[src/pkg/cfg_set_pkg.sv]
// configuration set loader constants and types
// assumes a single 250 MHz core clock and a word-wide storage read port
package cfg_set_pkg;
  localparam int PARAM_COUNT = 16;
  localparam int WORD_W = 32;
  localparam int IDX_W = 4;
  localparam int SLOT_W = 2;
  localparam logic [SLOT_W-1:0] SLOT_DEFAULT = 2'h0;
  localparam logic [SLOT_W-1:0] SLOT_USER1 = 2'h1;
  localparam logic [SLOT_W-1:0] SLOT_USER2 = 2'h2;
  localparam logic [SLOT_W-1:0] SLOT_USER3 = 2'h3;
  localparam logic [SLOT_W-1:0] BOOT_RESET = 2'h0;
  localparam logic RESTORE_GO = 1'h1;
  localparam logic [WORD_W-1:0] ACTIVE_RESET = 32'h0;
  localparam logic [IDX_W-1:0] IDX_LAST = 4'hF;
  typedef enum logic [1:0] {
    ST_BOOT = 2'b00,
    ST_IDLE = 2'b01,
    ST_COPY = 2'b10
  } load_state_t;
endpackage

[src/hw/cfg_copy_walker.sv]
// walks the parameter index during a copy and flags the last word
// assumes the caller pulses start only when it is not busy
`timescale 1ns/1ps
module cfg_copy_walker
  import cfg_set_pkg::*;
(
  input wire logic core_clk,
  input wire logic nrst,
  input wire logic start,
  output logic busy,
  output logic [cfg_set_pkg::IDX_W-1:0] idx,
  output logic last
);
  import cfg_set_pkg::*;

  // ==========================================
  // index counter
  always_ff @(posedge core_clk or negedge nrst) begin
    if (!nrst) begin
      busy <= 1'b0;
      idx <= '0;
    end else if (start) begin
      busy <= 1'b1;
      idx <= '0;
    end else if (busy) begin
      if (idx == IDX_LAST) begin
        busy <= 1'b0;
      end
      idx <= idx + 4'h1;
    end
  end
  assign last = busy && (idx == IDX_LAST);
endmodule

[src/hw/cfg_set_loader.sv]
// loads a stored configuration set into the volatile active set
// assumes storage answers a read address with data one cycle later; acquiring is synchronous
`timescale 1ns/1ps
module cfg_set_loader
  import cfg_set_pkg::*;
(
  input wire logic core_clk,
  input wire logic nrst,
  input wire logic [cfg_set_pkg::SLOT_W-1:0] set_slot_choice,
  input wire logic set_restore_command,
  input wire logic [cfg_set_pkg::SLOT_W-1:0] boot_set_choice,
  input wire logic acquiring,
  output logic [cfg_set_pkg::SLOT_W-1:0] nv_rd_slot,
  output logic [cfg_set_pkg::IDX_W-1:0] nv_rd_idx,
  output logic nv_rd_en,
  input wire logic [cfg_set_pkg::WORD_W-1:0] nv_rd_data,
  output logic [cfg_set_pkg::WORD_W*cfg_set_pkg::PARAM_COUNT-1:0] active_cfg,
  output logic load_busy,
  output logic load_ignored
);
  import cfg_set_pkg::*;

  load_state_t state;
  logic [SLOT_W-1:0] src_slot;
  logic start;
  logic walk_busy;
  logic walk_last;
  logic [IDX_W-1:0] walk_idx;
  logic wr_en;
  logic [IDX_W-1:0] wr_idx;
  logic accept;
  logic [WORD_W-1:0] active_mem [PARAM_COUNT];

  // ==========================================
  // request qualification
  function automatic logic is_restore(input logic cmd);
    return cmd == RESTORE_GO;
  endfunction

  assign accept = (state == ST_IDLE) && is_restore(set_restore_command) && !acquiring;
  assign start = accept || (state == ST_BOOT);

  // ==========================================
  // sequencing
  always_ff @(posedge core_clk or negedge nrst) begin
    if (!nrst) begin
      state <= ST_BOOT;
      src_slot <= SLOT_DEFAULT;
    end else begin
      case (state)
        ST_BOOT: begin
          src_slot <= boot_set_choice;
          state <= ST_COPY;
        end
        ST_IDLE: begin
          if (accept) begin
            src_slot <= set_slot_choice;
            state <= ST_COPY;
          end
        end
        ST_COPY: begin
          if (!walk_busy && !wr_en) begin
            state <= ST_IDLE;
          end
        end
        default: state <= ST_IDLE;
      endcase
    end
  end

  cfg_copy_walker u_walker (
    .core_clk(core_clk),
    .nrst(nrst),
    .start(start),
    .busy(walk_busy),
    .idx(walk_idx),
    .last(walk_last)
  );

  // ==========================================
  // storage read port
  assign nv_rd_en = walk_busy;
  assign nv_rd_idx = walk_idx;
  assign nv_rd_slot = (state == ST_BOOT) ? boot_set_choice : src_slot;

  always_ff @(posedge core_clk or negedge nrst) begin
    if (!nrst) begin
      wr_en <= 1'b0;
      wr_idx <= '0;
    end else begin
      wr_en <= walk_busy;
      wr_idx <= walk_idx;
    end
  end

  // ==========================================
  // volatile active set, cleared at reset
  always_ff @(posedge core_clk or negedge nrst) begin
    if (!nrst) begin
      for (int i = 0; i < PARAM_COUNT; i++) begin
        active_mem[i] <= ACTIVE_RESET;
      end
    end else if (wr_en) begin
      active_mem[wr_idx] <= nv_rd_data;
    end
  end

  genvar g;
  generate
    for (g = 0; g < PARAM_COUNT; g++) begin : g_out
      assign active_cfg[g*WORD_W +: WORD_W] = active_mem[g];
    end
  endgenerate

  // ==========================================
  // status
  assign load_busy = (state != ST_IDLE);

  always_ff @(posedge core_clk or negedge nrst) begin
    if (!nrst) begin
      load_ignored <= 1'b0;
    end else begin
      load_ignored <= is_restore(set_restore_command) && acquiring;
    end
  end

  // ==========================================
  // checks
  a_busy_no_start: assert property (@(posedge core_clk) disable iff (!nrst)
    (state == ST_IDLE && set_restore_command && acquiring) |=> state == ST_IDLE)
    else $error("load started during acquisition");

  a_load_starts: assert property (@(posedge core_clk) disable iff (!nrst)
    (state == ST_IDLE && set_restore_command && !acquiring) |=> nv_rd_en && nv_rd_idx == 4'h0)
    else $error("load did not start");

  a_slot_held: assert property (@(posedge core_clk) disable iff (!nrst)
    (state == ST_IDLE && accept) |=> nv_rd_slot == $past(set_slot_choice))
    else $error("wrong source slot");

  a_copy_length: assert property (@(posedge core_clk) disable iff (!nrst)
    $rose(walk_busy) |-> ##15 walk_last ##1 !walk_busy)
    else $error("copy did not cover every parameter");

  a_write_follows: assert property (@(posedge core_clk) disable iff (!nrst)
    nv_rd_en |=> wr_en && wr_idx == $past(nv_rd_idx))
    else $error("stored word not written");

  a_boot_load: assert property (@(posedge core_clk) disable iff (!nrst)
    state == ST_BOOT |=> nv_rd_en && src_slot == $past(boot_set_choice))
    else $error("startup set not loaded");

  a_copy_ends: assert property (@(posedge core_clk) disable iff (!nrst)
    $rose(walk_busy) |-> ##[17:19] state == ST_IDLE)
    else $error("copy did not finish");

  a_ignored_flag: assert property (@(posedge core_clk) disable iff (!nrst)
    (set_restore_command && acquiring) |=> load_ignored)
    else $error("ignored load not flagged");

  // ==========================================
  // read strobe tally, one load at a time
  logic [IDX_W:0] rd_count;

  always_ff @(posedge core_clk or negedge nrst) begin
    if (!nrst) begin
      rd_count <= '0;
    end else if (start) begin
      rd_count <= '0;
    end else if (nv_rd_en) begin
      rd_count <= rd_count + 5'h1;
    end
  end

  a_read_count: assert property (@(posedge core_clk) disable iff (!nrst)
    $fell(nv_rd_en) |-> rd_count == (IDX_W + 1)'(PARAM_COUNT))
    else $error("wrong number of stored words read");

  a_idx_steps: assert property (@(posedge core_clk) disable iff (!nrst)
    (nv_rd_en && nv_rd_idx != IDX_LAST) |=> nv_rd_en && nv_rd_idx == $past(nv_rd_idx) + 4'h1)
    else $error("read index skipped");

  a_slot_steady: assert property (@(posedge core_clk) disable iff (!nrst)
    (nv_rd_en && $past(nv_rd_en)) |-> $stable(nv_rd_slot))
    else $error("source slot changed during copy");

  a_read_in_load: assert property (@(posedge core_clk) disable iff (!nrst)
    nv_rd_en |-> load_busy)
    else $error("storage read outside a load");

  a_no_read_idle: assert property (@(posedge core_clk) disable iff (!nrst)
    state == ST_IDLE |-> !nv_rd_en && !wr_en)
    else $error("storage access while idle");

  // ==========================================
  // checks on the active set
  a_word_lands: assert property (@(posedge core_clk) disable iff (!nrst)
    wr_en |=> active_mem[$past(wr_idx)] == $past(nv_rd_data))
    else $error("stored word not copied");

  a_active_hold: assert property (@(posedge core_clk) disable iff (!nrst)
    !wr_en |=> $stable(active_cfg))
    else $error("active set changed without a load");

  a_reset_clears: assert property (@(posedge core_clk)
    !nrst |-> active_cfg == '0)
    else $error("active set kept through reset");

  a_reset_outputs: assert property (@(posedge core_clk)
    !nrst |-> load_busy && !nv_rd_en && !load_ignored)
    else $error("outputs not at reset values");

  // ==========================================
  // checks on requests
  a_start_idle_only: assert property (@(posedge core_clk) disable iff (!nrst)
    $rose(nv_rd_en) |-> $past(state) == ST_BOOT || !$past(acquiring))
    else $error("load started while acquiring");

  a_ignored_only: assert property (@(posedge core_clk) disable iff (!nrst)
    load_ignored |-> $past(set_restore_command) && $past(acquiring))
    else $error("ignored flag without a refused request");

  a_boot_once: assert property (@(posedge core_clk) disable iff (!nrst)
    state != ST_BOOT |=> state != ST_BOOT)
    else $error("startup load repeated without reset");
endmodule

[config.mk]
export PLATFORM = sky130hd
export DESIGN_NAME = cfg_set_loader
export DESIGN_NICKNAME = d
export VERILOG_FILES = /design/src/pkg/cfg_set_pkg.sv /design/src/hw/cfg_copy_walker.sv /design/src/hw/cfg_set_loader.sv
export SDC_FILE = /design/constraint.sdc
export NUM_CORES = 1
export LEC_CHECK = 0
export BUFFER_PORTS_ARGS = -buffer_cell sky130_fd_sc_hd__buf_4
export CAP_MARGIN = 20
export CORE_AREA = 2 2 217 219
export DETAILED_ROUTE_END_ITERATION = 7
export DIE_AREA = 0 0 219 221
export HOLD_SLACK_MARGIN = 0.1
export PLACE_DENSITY = 0.68
export REMOVE_ABC_BUFFERS = 1
export SYNTH_ARGS = -nofsm -noshare
export SYNTH_HDL_FRONTEND = slang
export SYNTH_SLANG_ARGS = --single-unit
[constraint.sdc]
create_clock -name core_clk -period 1.8 [get_ports core_clk]
set_input_delay 0.18 -clock core_clk [delete_from_list [all_inputs] [get_ports core_clk]]
set_output_delay 0.18 -clock core_clk [all_outputs]
set_load 0.01 [all_outputs]
==> results.txt, run 1 <==
The total power per unit cell area came out at ~2100 mW/mm². The share of total power consumed by net switching is 0.3333. The post-synthesis instance area is between 0.015 and 0.02 mm². At the placement stage, the worst setup path has a slack of -0.01928 ns. The leftover overflow at the end of global routing came out at 0.

The net total in the final layout came out at 1868. The most critical setup path has its startpoint at wr_idx[1]$_DFF_PN0_. The synthesis-stage register bit count came out at 527.

The capture point of the worst reg-to-reg path is active_cfg[426]$_DFFE_PN0P_. The critical path goes through nand2b_4 > buf_4 > nor2_4 > buf_12 > clkbuf_16 > mux2_2. The routability-driven placement congestion ratio came out at about 0.79. The critical path class is flop to flop.

The clock buffer count from CTS is 54. The instance count of the mapped netlist is between 1000 and 1500. The starting DRC count in detailed routing is between 500 and 600. The count of inserted antenna diode cells came out at 0.

The proportion of synthesized chip area in sequential cells came out at 0.6635. The worst-case headroom to the max-slew limit is 0.3952. The worst setup slack after layout is between 0.003 and 0.004 ns.

The number of levels the H-tree was split into is 2. The via count of the first global-routing pass is roughly 13000. The count of boundary I/O pins is 561. The row count came out at 79. The post-synthesis compound-gate area fraction came out at 0.001511. The required time reported for the critical path endpoint is 2.27 ns. The final cell count without fillers came out at between 2000 and 2500. The initial core utilization came out at 0.4315.

Of all cell types, the one taking the most synthesized area is dfrtp_1. The final cell area excluding filler cells is approximately 0.028 mm². The largest voltage drop on the vdd net came out at 1.273 mV. The CTS sink count is around 530. The clock latency on the worst-skew pair came out at roughly 0.6 ns. The most used flip-flop cell after synthesis is dfrtp_1. The final routed wirelength across all metal layers came out at 62.37 mm. The worst setup path is captured at a flop. Data arrives at the worst endpoint at about 2.3 ns. By count the netlist is led by dfrtp_1, mux2_2, mux2_1. Of the total power, registers draw 0.372. The top cell type's share of synthesized area is 0.6635.

The count of endpoints failing hold in the final timing report is 0. The net switching power is ~20 mW. The simple-gate share of the synthesized area came out at 0.01240. After synthesis, the cell types taking the most area are dfrtp_1, mux2_2, mux2_1, buf_6, buf_4. Subtracting the final worst setup slack from the clock period gives 1.796 ns. The slew at the pin closest to its max-slew limit came out at 0.9042 ns. The origin of the critical flop-to-flop path is wr_idx[1]$_DFF_PN0_. The relative contribution of combinational cells to total power is 0.428. The detailed placer's ending HPWL is between 40 and 50 mm. The worst reg-to-reg setup slack came out at 0.004 ns.

The average size of a mapped cell is 16.84 µm². The worst slack on hold paths is around 0.25 ns. The routed via count came out at between 10000 and 15000.

Entering global routing, the biggest net connects 43 pins. The total cell area at the placement stage is roughly 0.025 mm². The count of nets left with antenna violations once routing finished came out at 0. The setup skew after layout is between 0.008 and 0.009 ns. The floorplan core area came out at 0.04606 mm².

By area, the combinational part of the netlist is dominated by multiplexers. The ratio of routed vias to standard cells is approximately 5. The initial antenna violation count came out at 1. The critical path ends at active_cfg[426]$_DFFE_PN0P_. The clock tree from TritonCTS is done. The path type of the worst min-delay path is input pin to asynchronous set/reset pin. Broken down by cell family, the worst path's largest delay share belongs to flip-flops. After detailed placement, the design holds a cell count of between 2000 and 2500. The total DRC errors in the routed layout is 0. In this run the worst path has a maximum fanout of 12. Yosys mapped a number of flops with a built-in enable equal to 0.

The design draws slightly below 60 mW. The share of cells above drive strength 1 came out at 0.6317. The maximum clock frequency came out at around 560 MHz. The buffer and inverter count on the worst path came out at 3. The post-synthesis share of cell area spent on xor and xnor gates is 0.001322. The die is about 220 µm wide.

The share of flip-flops with an asynchronous set or reset after synthesis is 1.000. The global-route wire length before repair came out at roughly 90 mm. The die covers roughly 0.048 mm². The wire length per cell is approximately 25 µm. The total count of max-transition violations in the final report is 0. The signed area change from the synthesized netlist to the final layout is 40.23%.

The flow ran to the end, and the final reports show no timing, DRC or antenna violations. Across every metal layer, demand over resource in global routing totals 0.2521. The die height is 221 µm.

The cell with the largest stage delay on the worst path is dfrtp_2. The clock transition at the registers of the reported paths is 0.06 ns. The number of gates on the worst path with buffers counted came out at 6.

The share of the core filled with cells in the final layout came out at 0.6051. The buffer depth of the longest clock path is 3. The Yosys step of the flow raised 0 warnings. The final setup violation count came out at 0.

The final critical-path share of the clock period is 0.9980. dfrtp_1 is the most common cell in the netlist. Setup repair after global routing could not meet its margin everywhere. The portion of netlist area occupied by mux cells came out at 0.2940. Buffers placed on the I/O ports in this run total 560. The first-pass detailed-route iteration total came out at 4. STA classifies the critical path startpoint as a flop. The path depth of the worst reg2reg path is 6. The total leakage power is around 13 nW.

The final-layout setup total negative slack is 0 ns. The count of max-cap constraint violations came out at 0. The internal portion of the total power is between 30 and 40 mW.

The count of distinct cell types in the synthesized netlist is 26. The largest single stage delay on the critical path is around 0.5 ns. Of the total synthesized cell area, the portion taken by full adders, half adders and majority gates is 0.0006295. Of the total power, the clock network draws 0.200. The tree is rooted in a clkbuf_16.
-- cell type report --
cell class	count	area (µm²)
fill	3570	18190
sequential	527	13190
multi-input combinational	566	6260
timing repair buffer	678	5804
clock buffer	77	1572
tap	607	759.5
clock inverter	23	284.0
-- worst reg2reg max path, stage by stage (launching register included) --
cell and delay (ns):
dfrtp_2 0.50, nand2b_4 0.18, buf_4 0.16, nor2_4 0.14
buf_12 0.13, clkbuf_16 0.22, mux2_2 0.37
-- how the worst min path moves through the flow --
stage	slack, ns	end	depth (start not counted)	start
2_1_floorplan	-0.12	active_cfg[0]$_DFFE_PN0P_	0	nrst
3_3_place_gp	0.14	active_cfg[71]$_DFFE_PN0P_	1	nrst
6_report	0.25	active_cfg[293]$_DFFE_PN0P_	3	nrst
5_1_grt	0.25	active_cfg[16]$_DFFE_PN0P_	3	nrst
4_1_cts	0.23	active_cfg[293]$_DFFE_PN0P_	3	nrst
3_5_place_dp	0.13	active_cfg[71]$_DFFE_PN0P_	1	nrst
-- routing by layer --
layer | GRT usage | routed length (µm)
met5 | 0 | 0
met4 | 0.09176 | 2098
met3 | 0.06131 | 4616
met2 | 0.4203 | 30700
met1 | 0.3191 | 24950
-- power by group through the flow --
| stage | Sequential [mW] | Clock [mW] | Combinational, mW |
|---|---|---|---|
| after floorplan | 24.0 | 0 | 7.69 |
| after global placement | 21.5 | 0 | 24.4 |
| after detailed placement | 21.8 | 0 | 24.8 |
| after CTS | 21.7 | 11.9 | 25.0 |
| after global routing | 22.4 | 12.4 | 26.3 |
| final | 21.7 | 11.7 | 25.0 |
-- registers in the layout, indices dropped and copies added (netlist names) --
signal and cells:
wr_en 1, state 2, load_ignored 1, active_cfg 512
src_slot 2, wr_idx 4, u_walker.idx 4, u_walker.busy 1
-- cells by family after synthesis --
kind of cell | Yosys count
AND/OR/NAND/NOR | 39
adder cells (fa/ha/maj) | 1
AO/OA/AOI/OAI | 4
multiplexers | 519
XOR/XNOR | 3
flip-flops | 527
buffers and inverters | 87
-- repair_timing --
item / in CTS / in global routing
hold buffers: 42 / 0
gates resized for setup: 8 / 9
pin swaps: 2 / 3
endpoints found under the setup margin: 33 / 208
hold endpoints to repair: 957 / 0
gates cloned: 0 / 3
buffers inserted: 2 / 5
-- placed cells by master, fill, tap and decap left out, types with 7 or more instances in the layout --
master,n
clkinv_2,13
clkbuf_1,13
dfrtp_1,523
clkbuf_16,60
dlygate4sd3_1,42
mux2_1,85
buf_4,586
buf_12,43
mux2_2,431
clkbuf_8,7
nor2_4,7
(Power assumes the default switching activity.)
==> run 2, diff against run 1 <==
--- a/config.mk
+++ b/config.mk
@@ -12,7 +12,6 @@
 export DIE_AREA = 0 0 219 221
 export HOLD_SLACK_MARGIN = 0.1
 export PLACE_DENSITY = 0.68
-export REMOVE_ABC_BUFFERS = 1
 export SYNTH_ARGS = -nofsm -noshare
 export SYNTH_HDL_FRONTEND = slang
 export SYNTH_SLANG_ARGS = --single-unit
==> constraint.sdc (replaced) <==
create_clock -name core_clk -period 1.95 [get_ports core_clk]
set_input_delay 0.195 -clock core_clk [delete_from_list [all_inputs] [get_ports core_clk]]
set_output_delay 0.195 -clock core_clk [all_outputs]
set_load 0.01 [all_outputs]
==> run 2 against run 1 <==
Compared with the run above:
- critical path depth down 2
- combinational power fell by 11%
- sequential share of layout area rose by 1.1 points
- core utilization down 1.4 points
- power shrank 10%
- setup slack gained 0.062 ns
- clock-buffer cell count grew 11
- largest cell class unchanged
==> results.txt, run 2 (same netlist as run 1, synthesis figures left out) <==
The run finished with clean final reports. The clock passes through at most 3 buffers. The startpoint identified for the worst register-to-register timing path is wr_idx[0]$_DFF_PN0_. The starting DRC count in detailed routing came out at ~550.

The worst slack on hold paths is roughly 0.14 ns. In this run the register-to-register setup slack is between 0.06 and 0.07 ns. Of the total power, the share spent switching nets is 0.3307.

The sequential cell fraction of total power is 0.379. The internal portion of the total power is 35.14 mW. The count of max-cap constraint violations is 0.

The count of boundary I/O pins came out at 561. The most common library cell in the layout ignoring fill and taps is buf_4. For this block, the routed nets add up to around 60 mm of wire.

The total leakage power came out at 12.30 nW. The data arrival time at the worst-slack endpoint is about 2.4 ns. The maximum clock frequency is approximately 530 MHz. The startpoint identified for the worst hold timing path is acquiring. The final setup violation count came out at 0. Across every metal layer, demand over resource in global routing totals 0.2463. The count of endpoints failing hold in the final timing report was 0.

Input and output buffers added on the ports amount to 560. The total cell area at the placement stage came out at between 0.02 and 0.03 mm². The total count of max-transition violations in the final report came out at 0. The area growth from synthesis to layout is 37.04%. The share of total power dissipated in combinational logic is 0.426.

In the layout the commonest cells are buf_4, dfrtp_1, mux2_2. In this run the clock root is driven by a clkbuf_16. The net switching power came out at 17.36 mW. The clock network fraction of design power came out at 0.195. Entering global routing, the biggest net connects slightly above 80 pins. In this run the worst path has a maximum fanout of 21.

The total DRC errors in the routed layout is 0. The floorplan core area came out at roughly 0.046 mm². The setup skew after layout came out at around 0.019 ns. The clock latency on the worst-skew pair is 0.59 ns.

The leftover overflow at the end of global routing came out at 0. The initial antenna violation count came out at 0. The worst-case setup slack after placement is -0.09589 ns. TritonCTS built the clock tree. The worst setup path is launched from a flop. The final cell count without fillers came out at between 2000 and 2500. The worst setup path is captured at a flop.

TritonCTS created 54 clock buffers. The area taken by flip-flops and latches came out at ~0.013 mm². The first-pass detailed-route iteration total came out at 4.

The clock transition at the registers of the reported paths is roughly 0.060 ns. IR analysis of the VDD net gives a maximum drop of ~1.1 mV. The via count of the first global-routing pass came to between 10000 and 15000. The routed via count is about 13000. The x dimension of the die came out at 219 µm. Counting cells, the worst reg-to-reg path comes to 4.

The H-tree was split into 2 levels. Of the available clock period, the critical path in the final layout requires 0.9663. The floorplan die area came out at 0.04840 mm². The worst setup slack after layout came out at around 0.066 ns. The worst-case headroom to the max-slew limit is 0.6939. The share of cells above drive strength 1 came out at 0.6196.

The net total in the final layout is around 1800. In this run the critical register-to-register path is captured at active_cfg[148]$_DFFE_PN0P_. The critical path is of the flop to flop type. The worst hold path belongs to the class input pin to flop. The path with the worst hold slack has its endpoint at u_walker.idx[1]$_DFFE_PN0P_.

In this run the power density over the cells is approximately 1900 mW/mm². The routability-driven placement congestion ratio is about 0.79. The die height came out at about 220 µm. Fill cells in the final layout number ~3700. The initial core utilization came out at 0.4315. The post-synthesis net count is 1221. The clock period minus final worst setup slack is around 1.9 ns. The count of inserted antenna diode cells came out at 0. In this run the core area contains between 70 and 80 standard-cell rows. After detailed placement, the design holds a cell count of roughly 2300. Setup repair after global routing left no endpoint under its margin. The area taken by multi-input logic gates came out at between 0.006 and 0.007 mm². The global-route wire length before repair came out at 88.55 mm. The ratio of routed vias to standard cells is between 5 and 6. Once detail routing completed, the nets flagged for antenna violations numbered 0. The wire length per cell came out at about 24 µm. The CTS sink count came out at about 530.

The flip-flop count of the largest register after layout came out at 512. The detailed placer's ending HPWL is 41.60 mm. Along the worst hold path, the cell count comes to 5. The slew at the pin closest to its max-slew limit is between 0.4 and 0.5 ns. The required time reported for the critical path endpoint is around 2.4 ns.

The final cell area excluding filler cells came out at roughly 0.027 mm².
## run 2: cell count changes in the layout (fill, tap and decap cells not counted), sizes merged
cell and change:
dlygate4sd3 -1, inv -3, buf -23, clkbuf +8
clkinv -9, clkinvlp +1, bufinv -4
## run 2: layer usage
layer | up-vias | part of all wire | GRT usage
met1 | 6632 | 0.40 | 0.3064
met4 | 0 | 0.033 | 0.08697
met5 | - | 0 | 0
li1 | 5381 | - | -
met2 | 391 | 0.49 | 0.4122
met3 | 100 | 0.070 | 0.06722
## run 2: layout make-up
class                           count  share of cell area
Tap cell                          607             0.02788
Clock inverter                      8            0.003491
Clock buffer                       88             0.06105
Sequential cell                   527              0.4843
Multi-Input combinational cell    566              0.2283
Timing Repair Buffer              651              0.1950
## run 2: how the worst max path moves through the flow
stage | depth (start not counted) | slack (ns) | start | to
after detailed placement | 4 | -0.1 | wr_en$_DFF_PN0_ | active_cfg[178]$_DFFE_PN0P_
after global routing | 3 | 0.003 | state[0]$_DFFE_PN0P_ | nv_rd_slot[0]
after floorplan | 5 | 0.31 | wr_idx[2]$_DFF_PN0_ | active_cfg[353]$_DFFE_PN0P_
after CTS | 4 | 0.02 | wr_en$_DFF_PN0_ | active_cfg[178]$_DFFE_PN0P_
after global placement | 4 | -0.06 | wr_en$_DFF_PN0_ | active_cfg[176]$_DFFE_PN0P_
final | 4 | 0.07 | wr_idx[0]$_DFF_PN0_ | active_cfg[148]$_DFFE_PN0P_
## run 2: repair_timing
action                     in CTS  in global routing
gates resized for setup         1                  2
hold buffers                   41                  0
pin swaps                       0                  0
buffers inserted                0                  2
setup endpoints to repair     123                 70
hold endpoints to repair     1039                  0
## run 2: power by group through the flow
stage / Combinational, mW / Sequential (mW) / Clock [mW]
4_1_cts: 22.7 / 19.9 / 10.5
3_5_place_dp: 22.6 / 20.0 / 0
5_1_grt: 23.6 / 20.6 / 10.9
3_3_place_gp: 22.2 / 19.8 / 0
2_1_floorplan: 7.55 / 22.1 / 0
6_report: 22.3 / 19.9 / 10.3
## run 2: through the flow
| step | TNS [ns] | util | total power [mW] |
|---|---|---|---|
| after floorplan | 0 | - | 29.65 |
| after global placement | -1.128 | 0.5438 | 42.01 |
| after detailed placement | -2.135 | 0.5438 | 42.58 |
| after CTS | 0 | 0.5909 | 53.04 |
| after global routing | 0 | 0.5913 | 55.16 |
| final | 0 | 0.5913 | 52.51 |
## run 2: worst max-delay path, stage by stage, from the launching register on
cell and delay [ns]:
dfrtp_1 0.44, nand3b_1 0.25, or3_2 0.46, buf_4 0.26, mux2_1 0.35
==> run 3, diff against run 2 <==
--- a/config.mk
+++ b/config.mk
@@ -7,11 +7,11 @@
 export LEC_CHECK = 0
 export BUFFER_PORTS_ARGS = -buffer_cell sky130_fd_sc_hd__buf_4
 export CAP_MARGIN = 20
-export CORE_AREA = 2 2 217 219
+export CORE_AREA = 2 2 216 218
 export DETAILED_ROUTE_END_ITERATION = 7
-export DIE_AREA = 0 0 219 221
+export DIE_AREA = 0 0 218 220
 export HOLD_SLACK_MARGIN = 0.1
-export PLACE_DENSITY = 0.68
+export PLACE_DENSITY = 0.69
 export SYNTH_ARGS = -nofsm -noshare
 export SYNTH_HDL_FRONTEND = slang
 export SYNTH_SLANG_ARGS = --single-unit
==> constraint.sdc (replaced) <==
create_clock -name core_clk -period 2.24 [get_ports core_clk]
set_input_delay 0.224 -clock core_clk [delete_from_list [all_inputs] [get_ports core_clk]]
set_output_delay 0.224 -clock core_clk [all_outputs]
set_load 0.01 [all_outputs]
==> run 3 against run 2 <==
Compared with the run above:
- worst hold slack worse by 0.0034 ns
- cell area is 0.81% lower
- non-clock buffer count is 7 lower
- sequential cell count stayed put
- fmax is 7.5% lower
- critical path type unchanged
- largest power group unchanged
==> results.txt, run 3 (same netlist as run 1, synthesis figures left out) <==
The flow ran to the end, and the final reports show no timing, DRC or antenna violations. For this configuration, the core starts out at a cell density of 0.4334. The net total in the final layout came out at around 1800. The detailed router finished its first iteration with roughly 700 violations. The worst-case headroom to the max-slew limit is 0.6789. The overall power is between 40 and 50 mW. The worst register-to-register path has a setup slack of between 0.2 and 0.25 ns. TritonCTS built the clock tree. The global routing met3 resource utilization is 0.07177. The floorplan step set the die width to ~220 µm. The row count came out at slightly below 80. The count of boundary I/O pins is around 560.

The count of endpoints failing hold in the final timing report is 0. For the pin with the worst max-slew slack, the measured transition is approximately 0.48 ns. The path depth of the worst reg2reg path came out at 4. The critical path is of the flop to flop type.

The post-CTS resize count came out at 0. The post-synthesis net count is 1221. The die height came out at ~220 µm. After filler insertion, the fill cell instance count of the layout stands at roughly 3600. Summed over all layers, the global routing overflow is 0.

The floorplan core area came out at about 0.046 mm². Setup repair after global routing left no endpoint under its margin. The wire length per cell is 24.21 µm.

The final critical-path share of the clock period came out at 0.9097. The floorplan die area is about 0.048 mm². The worst setup path is captured at a flop. The share of cells above drive strength 1 came out at 0.6190. The flip-flop count of the largest register after layout came out at roughly 510. Summed over all cells, the static leakage comes to roughly 12 nW.

The origin of the critical flop-to-flop path is wr_idx[3]$_DFF_PN0_. The met2 demand-to-capacity share in global routing came out at 0.3978. The data arrival time at the worst-slack endpoint is roughly 2.5 ns. The capture point of the worst reg-to-reg path is active_cfg[291]$_DFFE_PN0P_. Along the worst path, the maximum fanout reaches 22. The total power per unit cell area came out at ~1700 mW/mm². The CTS sink count is 527.

The signed area change from the synthesized netlist to the final layout is 35.93%. The final setup violation count is 0. The global-route wire length before repair is around 87 mm. The maximum clock frequency came out at 490.7 MHz. The clock transition at the registers of the reported paths came out at ~0.06 ns. The setup skew after layout came out at approximately 0.014 ns. The initial antenna violation count came out at 1. Counting the buffers created by CTS gives between 50 and 60. The clock latency on the worst-skew pair is around 0.6 ns. In this run the remaining antenna-violating nets after routing total 0. The congestion estimate from routability-driven global placement came to 0.7887. After detailed routing, the total wire length is between 50 and 60 mm. After global routing, the most crowded layer is met2. The routed via count is between 10000 and 15000. Summed over all nets, the half-perimeter wirelength after detailed placement is 41.43 mm.

The first-pass detailed-route iteration total came out at 4. The number of I/O port buffers came out at 560. The most common library cell in the layout ignoring fill and taps is buf_4. The total global-route track usage came out at 0.2446. The tree is rooted in a clkbuf_16. STA puts the critical path data required time at ~2.7 ns. The buffer depth of the longest clock path came out at 3.

The number of levels the H-tree was split into came out at 2. The ratio of routed vias to standard cells is roughly 5. The count of max-cap constraint violations came out at 0.

Leaving out fill and tap cells, the most frequent cells in the layout are buf_4, dfrtp_1, mux2_2. The clock period minus final worst setup slack is a little over 2 ns. The fraction of met1 tracks used by global routing is 0.3072. Summed over all failing endpoints, the final setup total negative slack is 0 ns. The via count of the first global-routing pass was 12940.

The largest net degree at the start of global routing is 90. The total count of max-transition violations in the final report came out at 0. For this run, design rule violations remaining after detail routing come to 0. The kind of start point of the critical path is a flop. The count of buffers added by post-CTS timing repair for setup came out at 0.

The path class of the tightest hold or removal check is input pin to asynchronous set/reset pin. IR analysis of the VDD net gives a maximum drop of just over 1 mV.
[run 3: per-layer routing]
metal | up-vias | share of wire
met4 | 0 | 0.040
met2 | 414 | 0.48
met1 | 6493 | 0.41
li1 | 5356 | -
met3 | 114 | 0.070
met5 | - | 0
[run 3: worst max path at each step]
| stage | from | endpoint | cells past startpoint |
|---|---|---|---|
| 6_report | wr_idx[3]$_DFF_PN0_ | active_cfg[291]$_DFFE_PN0P_ | 4 |
| 5_1_grt | wr_idx[3]$_DFF_PN0_ | active_cfg[316]$_DFFE_PN0P_ | 4 |
| 4_1_cts | wr_idx[2]$_DFF_PN0_ | active_cfg[146]$_DFFE_PN0P_ | 4 |
| 3_5_place_dp | wr_idx[3]$_DFF_PN0_ | active_cfg[316]$_DFFE_PN0P_ | 4 |
| 3_3_place_gp | wr_idx[2]$_DFF_PN0_ | active_cfg[143]$_DFFE_PN0P_ | 4 |
| 2_1_floorplan | wr_idx[2]$_DFF_PN0_ | active_cfg[353]$_DFFE_PN0P_ | 5 |
[run 3: layout make-up]
type	instances	area, µm²	share of cell area
timing repair buffer	644	5137	0.1902
tap	607	759.5	0.02811
clock buffer	80	1550	0.05738
antenna	1	2.502	0.00009262
clock inverter	15	161.4	0.005974
multi-input combinational	566	6218	0.2302
sequential	527	13190	0.4881
[run 3: report_power, final]
group	total, mW	switching, mW	leakage (nW)	internal [mW]
Combinational	19.3	8.57	5.23	10.7
Clock	8.74	3.63	0.847	5.11
Sequential	17.4	2.88	6.14	14.5
[run 3: worst max-delay path, cell delays in order, from the launching register on]
cell,delay (ns)
dfrtp_1,0.64
nand2b_1,0.31
nor3_4,0.22
buf_4,0.34
mux2_2,0.38
[run 3: timing repair]
| action | CTS | global route |
|---|---|---|
| endpoints found under the hold margin | 1009 | 0 |
| hold buffers | 38 | 0 |
| endpoints found under the setup margin | 0 | 0 |
[run 3: through the flow]
stage,util,instance area (µm²),setup slack (ns),hold WS [ns],cells
after floorplan,-,19880,0.6027,-0.07159,1180
after global placement,0.5434,24920,0.2914,0.1664,2306
after detailed placement,0.5434,24920,0.2333,0.1663,2306
after CTS,0.5890,27010,0.2233,0.1133,2439
after global routing,0.5890,27010,0.1332,0.1378,2439
final,0.5891,27020,0.2022,0.1399,2440
